## src/shared/scrl_pkg.sv

```systemverilog
// scrl_pkg: constants for the synthesizer serial register-load block
package scrl_pkg;

  // ----------------------------------------------------------------
  // frame lengths in serial clock cycles
  // ----------------------------------------------------------------
  localparam logic [4:0] CFG_BITS   = 5'h08;   // configuration access
  localparam logic [4:0] REF_BITS   = 5'h10;   // reference access
  localparam logic [4:0] DIV_BITS   = 5'h18;   // divider access
  localparam logic [4:0] NO_BITS    = 5'h00;   // strobe without clocks
  localparam logic [4:0] CNT_MAX    = 5'h1F;   // bit counter saturates here
  localparam int         SHIFT_W    = 24;      // shift register width

  // ----------------------------------------------------------------
  // field layouts
  // ----------------------------------------------------------------
  localparam int CFG_W       = 8;    // configuration register width
  localparam int RB_W        = 13;   // reference counter buffers
  localparam int RB_LSB      = 0;    // reference buffer field low bit
  localparam int RSEL_LSB    = 13;   // output divider select low bit
  localparam int RSEL_W      = 3;    // output divider select width
  localparam int SWL_W       = 6;    // swallow counter field
  localparam int MAIN_LSB    = 6;    // main counter field low bit
  localparam int MAIN_W      = 12;   // main counter field width
  localparam int FB_W        = 18;   // total feedback ratio width
  localparam int OD_W        = 4;    // four-stage output divider

  // configuration bits steering the general outputs
  localparam int CFG_OUTA_DOUT = 0;  // output a carries shifted data
  localparam int CFG_OUTA_LVL  = 1;  // output a level when not data
  localparam int CFG_OUTB_LVL  = 2;  // output b: 0 pulls low, 1 releases

  // ----------------------------------------------------------------
  // reset values
  // ----------------------------------------------------------------
  localparam logic [CFG_W-1:0]  CFG_RST  = 8'h04;     // output b released
  localparam logic [SHIFT_W-1:0] DIV_RST = 24'h000000;
  localparam logic [RB_W-1:0]   RB_RST   = 13'h0001;  // divide by one
  localparam logic [RSEL_W-1:0] RSEL_RST = 3'h4;      // output ratio eight

  // output divider select codes
  localparam logic [RSEL_W-1:0] RSEL_OFF  = 3'h0;  // output held low
  localparam logic [RSEL_W-1:0] RSEL_PASS = 3'h1;  // input passed through
  localparam logic [RSEL_W-1:0] RSEL_BASE = 3'h2;  // first divided code

  // synchronised pin vector positions
  localparam int PIN_N    = 5;
  localparam int PIN_SCLK = 0;
  localparam int PIN_DIN  = 1;
  localparam int PIN_STB  = 2;
  localparam int PIN_REF  = 3;
  localparam int PIN_VCO  = 4;

endpackage

```

## src/rtl/scrl_core.sv

```systemverilog
// scrl_core: serial load, register commits and counters of the synthesizer
//
// Operation
// - configuration commit stores byte only
// - divider commit stores divider bytes
// - divider commit copies first reference buffer
// - reference commit applies output divider bits
// - reference commit fills first buffer only
// - reference counter switches at cycle end
// - feedback divides by main*64 plus swallow
// - reference counter yields comparison frequency
// - open-drain output follows configuration bit
// - reference access is sixteen clocks
// - power-on output ratio is eight
module scrl_core (
  // clock and reset
  input  wire logic clk,
  input  wire logic nrst,
  // serial port pins
  input  wire logic serial_clock,
  input  wire logic serial_data,
  input  wire logic serial_latch_strobe,
  // frequency inputs
  input  wire logic reference_input,
  input  wire logic vco_input,
  // frequency outputs
  output logic      reference_output,
  output logic      comparison_frequency,
  output logic      feedback_frequency,
  // general outputs
  output logic      gen_out_a,
  output logic      gen_out_b_o,
  output logic      gen_out_b_oe_n
);

  // ----------------------------------------------------------------
  // pin synchronisers
  // ----------------------------------------------------------------
  logic [scrl_pkg::PIN_N-1:0] s1_q, s2_q, s3_q;  // three-stage chains
  logic [scrl_pkg::PIN_N-1:0] filt_q, filt_d;    // agreed pin levels
  logic [scrl_pkg::PIN_N-1:0] rise_q, rise_d;    // one-cycle rise marks

  // a level counts only once stages two and three agree
  always_comb begin
    filt_d = (s2_q & s3_q) | (filt_q & (s2_q ^ s3_q));
    rise_d = filt_d & ~filt_q;
  end

  // chains and filtered levels; pins sit low after reset
  always_ff @(posedge clk or negedge nrst) begin
    if (!nrst) begin
      s1_q   <= '0;
      s2_q   <= '0;
      s3_q   <= '0;
      filt_q <= '0;
      rise_q <= '0;
    end else begin
      s1_q   <= {vco_input, reference_input, serial_latch_strobe,
                 serial_data, serial_clock};
      s2_q   <= s1_q;
      s3_q   <= s2_q;
      filt_q <= filt_d;
      rise_q <= rise_d;
    end
  end

  logic sclk_rise;  // serial clock rising edge
  logic stb_rise;   // strobe rising edge commits
  logic din_lvl;    // data level at clock edge
  logic stb_lvl;    // strobe level
  logic ref_rise;   // reference input edge
  logic vco_rise;   // oscillator input edge
  assign sclk_rise = rise_q[scrl_pkg::PIN_SCLK];
  assign stb_rise  = rise_q[scrl_pkg::PIN_STB];
  assign din_lvl   = filt_q[scrl_pkg::PIN_DIN];
  assign stb_lvl   = filt_q[scrl_pkg::PIN_STB];
  assign ref_rise  = rise_q[scrl_pkg::PIN_REF];
  assign vco_rise  = rise_q[scrl_pkg::PIN_VCO];

  // ----------------------------------------------------------------
  // serial shift and register commits
  // ----------------------------------------------------------------
  logic [scrl_pkg::SHIFT_W-1:0] sh_q, sh_d;       // shift register
  logic [4:0]                   cnt_q, cnt_d;     // clocks in frame
  logic [scrl_pkg::CFG_W-1:0]   cfg_q, cfg_d;     // configuration
  logic [scrl_pkg::SHIFT_W-1:0] div_q, div_d;     // main/swallow
  logic [scrl_pkg::RB_W-1:0]    rb1_q, rb1_d;     // first buffer
  logic [scrl_pkg::RB_W-1:0]    rb2_q, rb2_d;     // second buffer
  logic [scrl_pkg::RSEL_W-1:0]  rsel_q, rsel_d;   // output divider code
  logic                         dout_q, dout_d;   // cascade data out

  // frame length picks the register; no address bits in the stream
  always_comb begin
    sh_d   = sh_q;
    cnt_d  = cnt_q;
    cfg_d  = cfg_q;
    div_d  = div_q;
    rb1_d  = rb1_q;
    rb2_d  = rb2_q;
    rsel_d = rsel_q;
    dout_d = dout_q;
    if (stb_rise) begin
      // strobe ends the frame, the counter restarts for the next one
      cnt_d = scrl_pkg::NO_BITS;
      unique case (cnt_q)
        scrl_pkg::CFG_BITS: begin
          cfg_d = sh_q[scrl_pkg::CFG_W-1:0];
        end
        scrl_pkg::DIV_BITS: begin
          div_d = sh_q;
          rb2_d = rb1_q;
        end
        scrl_pkg::REF_BITS: begin
          rsel_d = sh_q[scrl_pkg::RSEL_LSB +: scrl_pkg::RSEL_W];
          rb1_d  = sh_q[scrl_pkg::RB_LSB +: scrl_pkg::RB_W];
        end
        scrl_pkg::NO_BITS: begin
          // bare strobe with clock held low moves the first buffer on
          rb2_d = rb1_q;
        end
        default: begin
          // any other length is dropped, nothing changes
        end
      endcase
    end else if (sclk_rise && !stb_lvl) begin
      // msb first; the bit leaving the top feeds the next device
      dout_d = sh_q[scrl_pkg::SHIFT_W-1];
      sh_d   = {sh_q[scrl_pkg::SHIFT_W-2:0], din_lvl};
      if (cnt_q != scrl_pkg::CNT_MAX) begin
        cnt_d = cnt_q + 5'h01;
      end
    end
  end

  // register storage; power-on state sets output ratio eight
  always_ff @(posedge clk or negedge nrst) begin
    if (!nrst) begin
      sh_q   <= '0;
      cnt_q  <= scrl_pkg::NO_BITS;
      cfg_q  <= scrl_pkg::CFG_RST;
      div_q  <= scrl_pkg::DIV_RST;
      rb1_q  <= scrl_pkg::RB_RST;
      rb2_q  <= scrl_pkg::RB_RST;
      rsel_q <= scrl_pkg::RSEL_RST;
      dout_q <= 1'b0;
    end else begin
      sh_q   <= sh_d;
      cnt_q  <= cnt_d;
      cfg_q  <= cfg_d;
      div_q  <= div_d;
      rb1_q  <= rb1_d;
      rb2_q  <= rb2_d;
      rsel_q <= rsel_d;
      dout_q <= dout_d;
    end
  end

  // ----------------------------------------------------------------
  // dividers
  // ----------------------------------------------------------------
  logic [scrl_pkg::FB_W-1:0] fb_ratio;            // total feedback ratio
  logic [scrl_pkg::FB_W-1:0] fb_q, fb_d;          // feedback counter
  logic                      fbo_q, fbo_d;        // feedback pulse
  logic [scrl_pkg::RB_W-1:0] rc_q, rc_d;          // reference counter
  logic [scrl_pkg::RB_W-1:0] rr_q, rr_d;          // ratio in use
  logic                      cmp_q, cmp_d;        // comparison pulse
  logic [scrl_pkg::OD_W-1:0] od_q, od_d;          // output divider
  logic                      rout_q, rout_d;      // reference output

  // main times 64 is a shift by the swallow width
  assign fb_ratio = {div_q[scrl_pkg::MAIN_LSB +: scrl_pkg::MAIN_W],
                     {scrl_pkg::SWL_W{1'b0}}}
                  + {{scrl_pkg::MAIN_W{1'b0}}, div_q[scrl_pkg::SWL_W-1:0]};

  // one pulse per full count on each input; ratios below two pass edges
  always_comb begin
    fb_d   = fb_q;
    fbo_d  = 1'b0;
    rc_d   = rc_q;
    rr_d   = rr_q;
    cmp_d  = 1'b0;
    od_d   = od_q;
    rout_d = rout_q;
    if (vco_rise) begin
      if (fb_q + 18'h00001 >= fb_ratio) begin
        fb_d  = '0;
        fbo_d = 1'b1;
      end else begin
        fb_d = fb_q + 18'h00001;
      end
    end
    if (ref_rise) begin
      od_d = od_q + 4'h1;
      if (rc_q + 13'h0001 >= rr_q) begin
        rc_d  = '0;
        cmp_d = 1'b1;
        // new ratio taken only at the end of the running count
        rr_d  = rb2_q;
      end else begin
        rc_d = rc_q + 13'h0001;
      end
    end
    // output divider: off, pass, or a tap of the four-stage chain
    if (rsel_q == scrl_pkg::RSEL_OFF) begin
      rout_d = 1'b0;
    end else if (rsel_q == scrl_pkg::RSEL_PASS) begin
      rout_d = filt_q[scrl_pkg::PIN_REF];
    end else if (rsel_q - scrl_pkg::RSEL_BASE >= 3'(scrl_pkg::OD_W)) begin
      rout_d = od_d[scrl_pkg::OD_W-1];
    end else begin
      rout_d = od_d[2'(rsel_q - scrl_pkg::RSEL_BASE)];
    end
  end

  // counter state
  always_ff @(posedge clk or negedge nrst) begin
    if (!nrst) begin
      fb_q   <= '0;
      fbo_q  <= 1'b0;
      rc_q   <= '0;
      rr_q   <= scrl_pkg::RB_RST;
      cmp_q  <= 1'b0;
      od_q   <= '0;
      rout_q <= 1'b0;
    end else begin
      fb_q   <= fb_d;
      fbo_q  <= fbo_d;
      rc_q   <= rc_d;
      rr_q   <= rr_d;
      cmp_q  <= cmp_d;
      od_q   <= od_d;
      rout_q <= rout_d;
    end
  end

  // ----------------------------------------------------------------
  // general outputs
  // ----------------------------------------------------------------
  logic outa_q, outa_d;    // push-pull output
  logic outb_q, outb_d;    // open-drain enable, low drives the pin

  // output b can pull the base of a standby switch transistor
  always_comb begin
    outa_d = cfg_q[scrl_pkg::CFG_OUTA_DOUT] ? dout_d
                                            : cfg_q[scrl_pkg::CFG_OUTA_LVL];
    outb_d = cfg_q[scrl_pkg::CFG_OUTB_LVL];
  end

  // output registers
  always_ff @(posedge clk or negedge nrst) begin
    if (!nrst) begin
      outa_q <= 1'b0;
      outb_q <= 1'b1;
    end else begin
      outa_q <= outa_d;
      outb_q <= outb_d;
    end
  end

  assign gen_out_a            = outa_q;
  assign gen_out_b_oe_n       = outb_q;
  assign gen_out_b_o          = 1'b0;
  assign reference_output     = rout_q;
  assign comparison_frequency = cmp_q;
  assign feedback_frequency   = fbo_q;

endmodule

```

## config.mk

```make
export PLATFORM = sky130hd
export DESIGN_NAME = scrl_core
export DESIGN_NICKNAME = d
export VERILOG_FILES = /design/src/shared/scrl_pkg.sv /design/src/rtl/scrl_core.sv
export SDC_FILE = /design/constraint.sdc
export NUM_CORES = 1
export LEC_CHECK = 0
export ABC_AREA = 1
export BUFFER_PORTS_ARGS = -buffer_cell sky130_fd_sc_hd__clkbuf_2
export CORE_ASPECT_RATIO = 1.75
export CORE_MARGIN = 2
export CORE_UTILIZATION = 45
export CTS_CLUSTER_DIAMETER = 60
export DETAILED_ROUTE_END_ITERATION = 10
export SYNTH_ARGS = -nofsm -noshare
export SYNTH_HDL_FRONTEND = slang
export SYNTH_SLANG_ARGS = --single-unit
```

## constraint.sdc

```tcl
create_clock -name clk -period 5.2 [get_ports clk]
set_clock_uncertainty 0.15 [all_clocks]
set_input_delay 1.04 -clock clk [delete_from_list [all_inputs] [get_ports clk]]
set_output_delay 1.04 -clock clk [all_outputs]
set_load 0.01 [all_outputs]
```

== After elaboration in Yosys (flattened, before gate mapping) ==
Cells that the tools add are included.

* Multipliers: 0
* Div/mod/pow operators: 0
* Order comparisons: 4
* Mux-type cells: 18
* Add/subtract/negate cells: 6
* Equality and inequality tests: 5
* Reductions and logical operators: 14
* Bitwise gates (word level): 7
* Shift operators: 0

{| class="wikitable"
|+ Operators with widths
! operator !! number
|-
| $add 18x1->18 const B || 1
|-
| $add 18x6->18 || 1
|-
| $ge 18x18->1 || 1
|-
| $mux 18 || 1
|-
| $and 5x5->5 || 3
|-
| $mux 5 || 3
|-
| $reduce_and 2->1 || 7
|-
| $add 13x1->13 const B || 1
|-
| $ge 13x13->1 || 1
|-
| $mux 13 || 1
|-
| $mux 1 || 11
|-
| $eq 5x5->1 const B || 2
|-
| $add 5x1->5 const B || 1
|-
| $eq 5x4->1 const B || 1
|-
| $logic_not 5->1 || 1
|-
| $ne 5x5->1 const B || 1
|-
| $not 5->5 || 1
|-
| $or 5x5->5 || 1
|-
| $xor 5x5->5 || 1
|-
| $add 4x1->4 const B || 1
|-
| $mux 4 || 1
|-
| $reduce_bool 2->1 || 2
|-
| $eq 3x1->1 const B || 1
|-
| $ge 3x3->1 const B || 1
|-
| other kinds (8) || 8
|}

* RAM bits: 0
* Latch bits: 0
* Memories kept: 0
* Output and inout bits: 6
* Logic and storage cells: 76
* ROM bits: 0
* Register bits: 158
* Bits of input ports: 7

== Logic depth before layout (Yosys ltp) ==
Gate-level depths: netlist (run 1).

* Depth after elaboration: 7
* Depth in mapped cells: 18
* Gate-level depth less buffers: 18

== Worst setup path after synthesis (run 1) ==
Ideal clock, no wire load.

* Kind: register -> register
* From: register fb_q[0] (netlist bit)
* To: register fb_q[10] (netlist bit)
* Cell stages (with the launch flop): 18
* Setup time: 0.136 ns
* Buffers on the path: 1
* Required time: 4.914 ns
* Arrival time: 2.274 ns
* Clock period less this slack: 2.559 ns
* Path slack: 2.641 ns
* Cell sequence: dfrtp_1 -> ha_1 -> nand3_2 -> inv_1 -> nand2_1 -> inv_1 -> nand2_1 -> nand2_1 -> and2_1 -> ha_1 -> nand2_1 -> nor2_1 -> nand2_1 -> nor2_1 -> nand2_1 -> nand4_4 -> buf_6 -> a21oi_1

* Word-level cells in the longest chain between the ends: 3

{| class="wikitable"
|+ RTL lines
! item !! line !! RTL
|-
| start: declaration || scrl_core.sv:162 || <nowiki>logic [scrl_pkg::FB_W-1:0] fb_q, fb_d;</nowiki>
|-
| start signal: assignment || scrl_core.sv:218 || <nowiki>fb_q <= '0;</nowiki>
|-
| start signal: assignment || scrl_core.sv:226 || <nowiki>fb_q <= fb_d;</nowiki>
|-
| $add 18x1->18 (*) || scrl_core.sv:185, scrl_core.sv:189 ||
|-
| $ge 18x18->1 || scrl_core.sv:185 || <nowiki>if (fb_q + 18'h00001 >= fb_ratio) begin</nowiki>
|-
| $mux 18 (*) || scrl_core.sv:185 ||
|}

Mark *: on every way between the ends. The rest lies on a longest branch, timed or not.
A chain may end at the register's enable or synchronous reset.

== Worst setup path after layout (run 1) ==
* From: register fb_q[0] (netlist bit)
* To: register fb_q[17] (netlist bit)

Same word-level chain as after synthesis.

==> results of run 1 <==
-- worst paths after layout --
kind	from	end	slack, ps	cells past startpoint
max in group asynchronous	nrst	cfg_q[2]$_DFFE_PN1P_	3350	2
worst min register to register	s1_q[3]$_DFF_PN0_	s2_q[3]$_DFF_PN0_	200	0
worst max register to register	fb_q[0]$_DFFE_PN0P_	fb_q[17]$_DFFE_PN0P_	2270	17
min in group asynchronous	nrst	reference_output$_DFF_PN0_	600	1
worst max-delay path	fb_q[0]$_DFFE_PN0P_	fb_q[17]$_DFFE_PN0P_	2270	17
worst min-delay path	s1_q[3]$_DFF_PN0_	s2_q[3]$_DFF_PN0_	200	0
-- final cells by class --
class	instances	area (sq um)
fillers	1608	8290
flip-flops and latches	157	3940
multi-input cells	553	3140
inverters	130	488
clock buffers	18	439
well taps	227	284
clock inverters	14	205
repair buffers	15	91.3
-- synthesized netlist by cell type, types with 5 or more instances --
library cell / count / area, sq um
dfstp_2: 6 / 158
mux2_2: 7 / 78.8
a21oi_1: 27 / 135
mux2_4: 10 / 150
o22ai_1: 7 / 43.8
nand2_2: 6 / 37.5
dfrtp_1: 151 / 3780
and2_1: 5 / 31.3
nor2_1: 45 / 169
inv_1: 126 / 473
nand2_1: 220 / 826
nor3_1: 8 / 40.0
nand4_1: 9 / 56.3
ha_1: 42 / 526
nand3_1: 36 / 180
xor2_1: 14 / 123
clkbuf_1: 13 / 48.8
o21ai_0: 80 / 400
-- state kept, by name, indices dropped and copies added (netlist names), 13 cells and up --
name and flops:
rb2_q 13, rb1_q 13, div_q 18, rc_q 13, fb_q 18, sh_q 24
rr_q 13
-- metal layers --
layer	part of all wire [%]	vias to the layer above	global-route usage, %	routed length, um
li1	-	2770	-	-
met4	2.1	0	6.96	315
met1	41	2520	20.0	6080
met3	1.8	18	4.03	261
met5	0	-	0	0
met2	55	38	33.7	8180
-- kinds of logic after synthesis --
group	share of synthesized area [%]
AOI/OAI and AO/OA	9.27
xor gates and xnor gates	1.82
adders and majority gates	6.82
buffers and inverters	8.26
DFF	51.1
muxes	3.10
other	0.0486
and+or+nand+nor	19.6
-- placed cells by master, fill, tap and decap left out, drive strengths merged, types with 5 or more instances in the layout --
cell	instances
dfrtp	151
a21oi	31
dfstp	6
nand4	10
clkbuf	28
nor2	48
inv	135
nand3	37
o21ai	84
ha	42
nor3	11
xor2	14
and2	5
o22ai	7
mux2	17
buf	5
nand2	229
-- where the power goes --
group          switching [mW]  total [mW]  leakage [nW]  internal, mW
clock                   0.528        1.36         0.314         0.828
sequential              0.101        1.44          2.08          1.34
combinational           0.387       0.595          1.75         0.209
total                    1.02        3.39          4.15          2.37
-- worst max-delay path, stage by stage, from the launching register on --
cell	delay (ps)
dfrtp_1	440
ha_1	240
nand3_2	140
inv_1	100
nand2_1	110
inv_1	110
nand3_1	90
and2_1	170
ha_1	260
nand2_1	60
nor2_1	180
nand2_1	90
nor2_1	100
nand2_1	90
nand4_4	260
nand2_1	110
nand2_1	70
inv_1	30
-- per-stage QoR --
step                      utilization, %  power, mW  hold WS, ps  setup WS, ps  std cells
after floorplan                        -       1.90          181          2640        864
after global routing                50.9       3.58          213          1960       1114
after global placement              47.0       2.06          184          2260       1082
after CTS                           50.9       3.43          206          2260       1114
final                               50.9       3.39          203          2270       1114
after detailed placement            47.0       2.07          192          2280       1082
==> run metrics, run 1 <==
outcome=completed; Post-Syn Nets=between 900 and 1k; min-delay worst type=flip-flop to flip-flop; Initial Utilization=45.7%; Clock Pin Slew Worst Setup and Hold Paths=70 ps; sequential share of the synthesized area=51.1%; worst vdd ir=around 0.35 mV; RSZ-0062 raised after global routing=false; CP arrival=3100 ps; Primary FF master, synth=dfrtp_1; Critical Path RT=between 5000 and 6000 ps; DRT Pass-1 Iters=6; layout cells sized above 1=10.9%; fin area=0.00858 sq mm; FMAX=roughly 340 MHz; Final Wtd Congestion=0.853; drt drc=0; period utilization=56.3%; GRT Total Usage=18.3%; largest net degree at the start of global routing=~110; Resized cells post-CTS=0; Ys Warns=0; Mean Syn Cell Area=between 8 and 9 sq um; 1st-iter DRT viols=190; initial antenna violation count=0; clk root buf=clkbuf_16; Critical Path End Type=flip-flop; hold_buf cts=0; clk sinks=about 160; Post-synth EDFFs=0; CTS tree=built; critical path launch point type=flip-flop; worst skew pair latency=430 ps; Final Slew Violations=0; per-cell routed wire length=13.3 um; core area=0.0169 sq mm; Post-DRT Antenna Nets=0; H-Tree Depth=4; Vias=5346; Tmin final=slightly below 3000 ps; DP Area=0.00794 sq mm; FF+latch count, synth=157; post-CTS setup buffers=0; CTS max path bufs=2; Routed Wire Length=14800 um; via density per instance=4.80; worst-path fanout max=18; first-pass GRT wire length=25700 um; Gate Count Post-Synth=between 800 and 900; Die Width=103 um; crit path kind=flip-flop to flip-flop; I/O Pins=13; diode count=0; Worst slew margin=around a third; setup TNS=0 ps; Static Leak=4.15 nW; Netlist cell types=46; final setup vio count=0; fraction of registers with async set/reset=100%; Port-buffer cells=11; Placement Rows=63; DP Wirelength=10600 um; CTS Buf Count=17; pin slew with the least headroom to its limit=993 ps; Layout area overhead=11.3%; pwr/cell area=395 mW/mm^2; total die area=0.0182 sq mm; Synth Cell Area=0.00771 sq mm; maxcap violations=0; Final nets=around 920; Final Hold Fails=0; grt ovf=0; Chip Height=about 180 um; vias in the first global route=around 5.5k
Power figures use the tool's default switching activity.
==> run 2: changes to the inputs <==
Clock period 5.2 ns to 3 ns, I/O delays scaled along.
==> run 2 against run 1 <==
The flow now finishes with violations (negative hold slack). Critical path depth down 2. First-iteration DRC count is 47% higher. Largest power group unchanged. Register-to-register slack got worse by 2100 ps.
==> run metrics, run 2 (synthesized netlist as in run 1, its figures left out) <==
clk root buf=clkbuf_16; layout cells sized above 1=about an eighth; DP Wirelength=10700 um; H-Tree Depth=4; Port-buffer cells=11; Critical Path Max Stage Delay=450 ps; worst skew pair latency=430 ps; Critical Path RT=3200 ps; most common cell after layout, fill and taps aside=nand2_1; Top delay family on crit path=simple AND/OR/NAND/NOR gates; fin cells=1128; violated checks=negative hold slack; RSZ-0062 raised after global routing=false; Clock Pin Slew Worst Setup and Hold Paths=around 70 ps; period utilization=a little over nine tenths; critical path launch point type=flip-flop; Initial Utilization=45.7%; CTS max path bufs=2; 1st-iter DRT viols=279; max reg flops=24; worst-path fanout max=5; worst hold slack=-6.29 ps; CP max stage cell=dfrtp_2; largest net degree at the start of global routing=56; crit path kind=flip-flop to flip-flop; CTS tree=built; Top Registers=sh_q: 24 flops, div_q: 18 flops, fb_q: 18 flops; Vias=5525; outcome=finished, violations left; Layout area overhead=13.6%; GRT Total Usage=18.6%; worst vdd ir=about 0.60 mV; core area=0.0169 sq mm; number of buffers and inverters on the critical path=3; placed insts=1088; CTS Buf Count=17; drt drc=0; Final Slew Violations=0; first-pass GRT wire length=around 26000 um; clk sinks=157; pwr/cell area=690 mW/mm^2; final setup vio count=0; diode count=0; Final Hold Fails=17; CP arrival=~3000 ps; post-placement worst setup slack=132 ps; Worst R2R Path Depth=15; I/O Pins=13; total die area=0.0182 sq mm; Biggest register=sh_q; Chip Height=roughly 180 um; Critical Path End Type=flip-flop; Worst slew margin=40.4%; critical-path cell list=ha_4 -> nand3_2 -> inv_1 -> nand2_1 -> xor2_1 -> inv_1 -> ha_1 -> nand2_1 -> a21oi_1 -> nor2_1 -> nand2_1 -> nand2_1 -> nand4_4 -> buf_4 -> a21oi_1; Final Wtd Congestion=0.817; Final nets=937; pin slew with the least headroom to its limit=891 ps; Routed Wire Length=between 15000 and 20000 um; FMAX=354 MHz; per-cell routed wire length=13.7 um; PnR worst setup slack=172 ps; initial antenna violation count=0; Post-DRT Antenna Nets=0; Placement Rows=63; Static Leak=approximately 4.2 nW; Filler cells=around 1.6k; grt ovf=0; DRT Pass-1 Iters=4; Tmin final=~2800 ps; Top cell by count, worst path=nand2_1; most frequent cells in the layout=nand2_1 (218), dfrtp_1 (147), inv_1 (125); via density per instance=4.90; WP depth=15; setup TNS=0 ps; maxcap violations=0; vias in the first global route=5615; Die Width=103 um; min-delay worst type=input pin to async pin
run 2: cell types whose count changed in the layout (fill, tap and decap cells not counted), moves of 2 or more:
cell and delta:
clkinv_2 +2, nor3_2 +2, nand2_2 +2, nand4_4 +2, clkbuf_1 +3, buf_4 +10, nand2_1 -2, dfrtp_2 +4
dfrtp_1 -4, clkinv_4 -2, buf_12 +2, nor3_1 -2, inv_6 -3
run 2: power by group:
group | switching (mW) | internal (mW) | total (mW)
Combinational | 0.765 | 0.489 | 1.25
Sequential | 0.186 | 2.32 | 2.51
Clock | 0.843 | 1.44 | 2.28
Total | 1.79 | 4.25 | 6.04
run 2: metal layers:
metal / wire length [um] / GRT usage (%) / share of wire, % / vias to the layer above
met5: 0 / 0 / 0 / -
met4: 326 / 7.13 / 2.1 / 0
met3: 350 / 3.20 / 2.3 / 23
met2: 8670 / 34.1 / 56 / 68
met1: 6130 / 21.0 / 40 / 2632
li1: - / - / - / 2802
run 2: timing repair:
item / 4_1_cts / 5_1_grt
hold buffers: 0 / 0
gates resized for setup: 0 / 16
endpoints found under the hold margin: 0 / 0
setup endpoints to repair: 0 / 32
buffers inserted: 0 / 6
run 2: stage by stage:
| stage | util (%) | total power [mW] | hold WS [ps] | instance area [sq um] |
|---|---|---|---|---|
| floorplan | - | 3.29 | 154 | 7710 |
| global placement | 47.5 | 3.57 | 182 | 8010 |
| detailed placement | 47.5 | 3.60 | 186 | 8010 |
| CTS | 51.2 | 5.91 | 9.21 | 8630 |
| global route | 51.9 | 6.38 | 29.3 | 8760 |
| finish | 51.9 | 6.04 | -6.29 | 8760 |
run 2: worst paths after layout:
check | to | start | slack, ps
max | fb_q[11]$_DFFE_PN0P_ | fb_q[0]$_DFFE_PN0P_ | 170
min | rr_q[4]$_DFFE_PN0P_ | nrst | -6
max reg2reg | fb_q[11]$_DFFE_PN0P_ | fb_q[0]$_DFFE_PN0P_ | 170
min reg2reg | s2_q[3]$_DFF_PN0_ | s1_q[3]$_DFF_PN0_ | 200
max in group asynchronous | cfg_q[2]$_DFFE_PN1P_ | nrst | 1990
min in group clk | s1_q[3]$_DFF_PN0_ | reference_input | 130
run 2: area by class of cell:
| class | count | area (sq um) | area share [%] |
|---|---|---|---|
| Clock buffer | 22 | 464 | 5.30 |
| Clock inverter | 10 | 160 | 1.83 |
| Inverter | 130 | 488 | 5.57 |
| Multi-Input combinational cell | 555 | 3220 | 36.7 |
| Sequential cell | 157 | 3940 | 45.0 |
| Tap cell | 227 | 284 | 3.24 |
| Timing Repair Buffer | 27 | 206 | 2.36 |
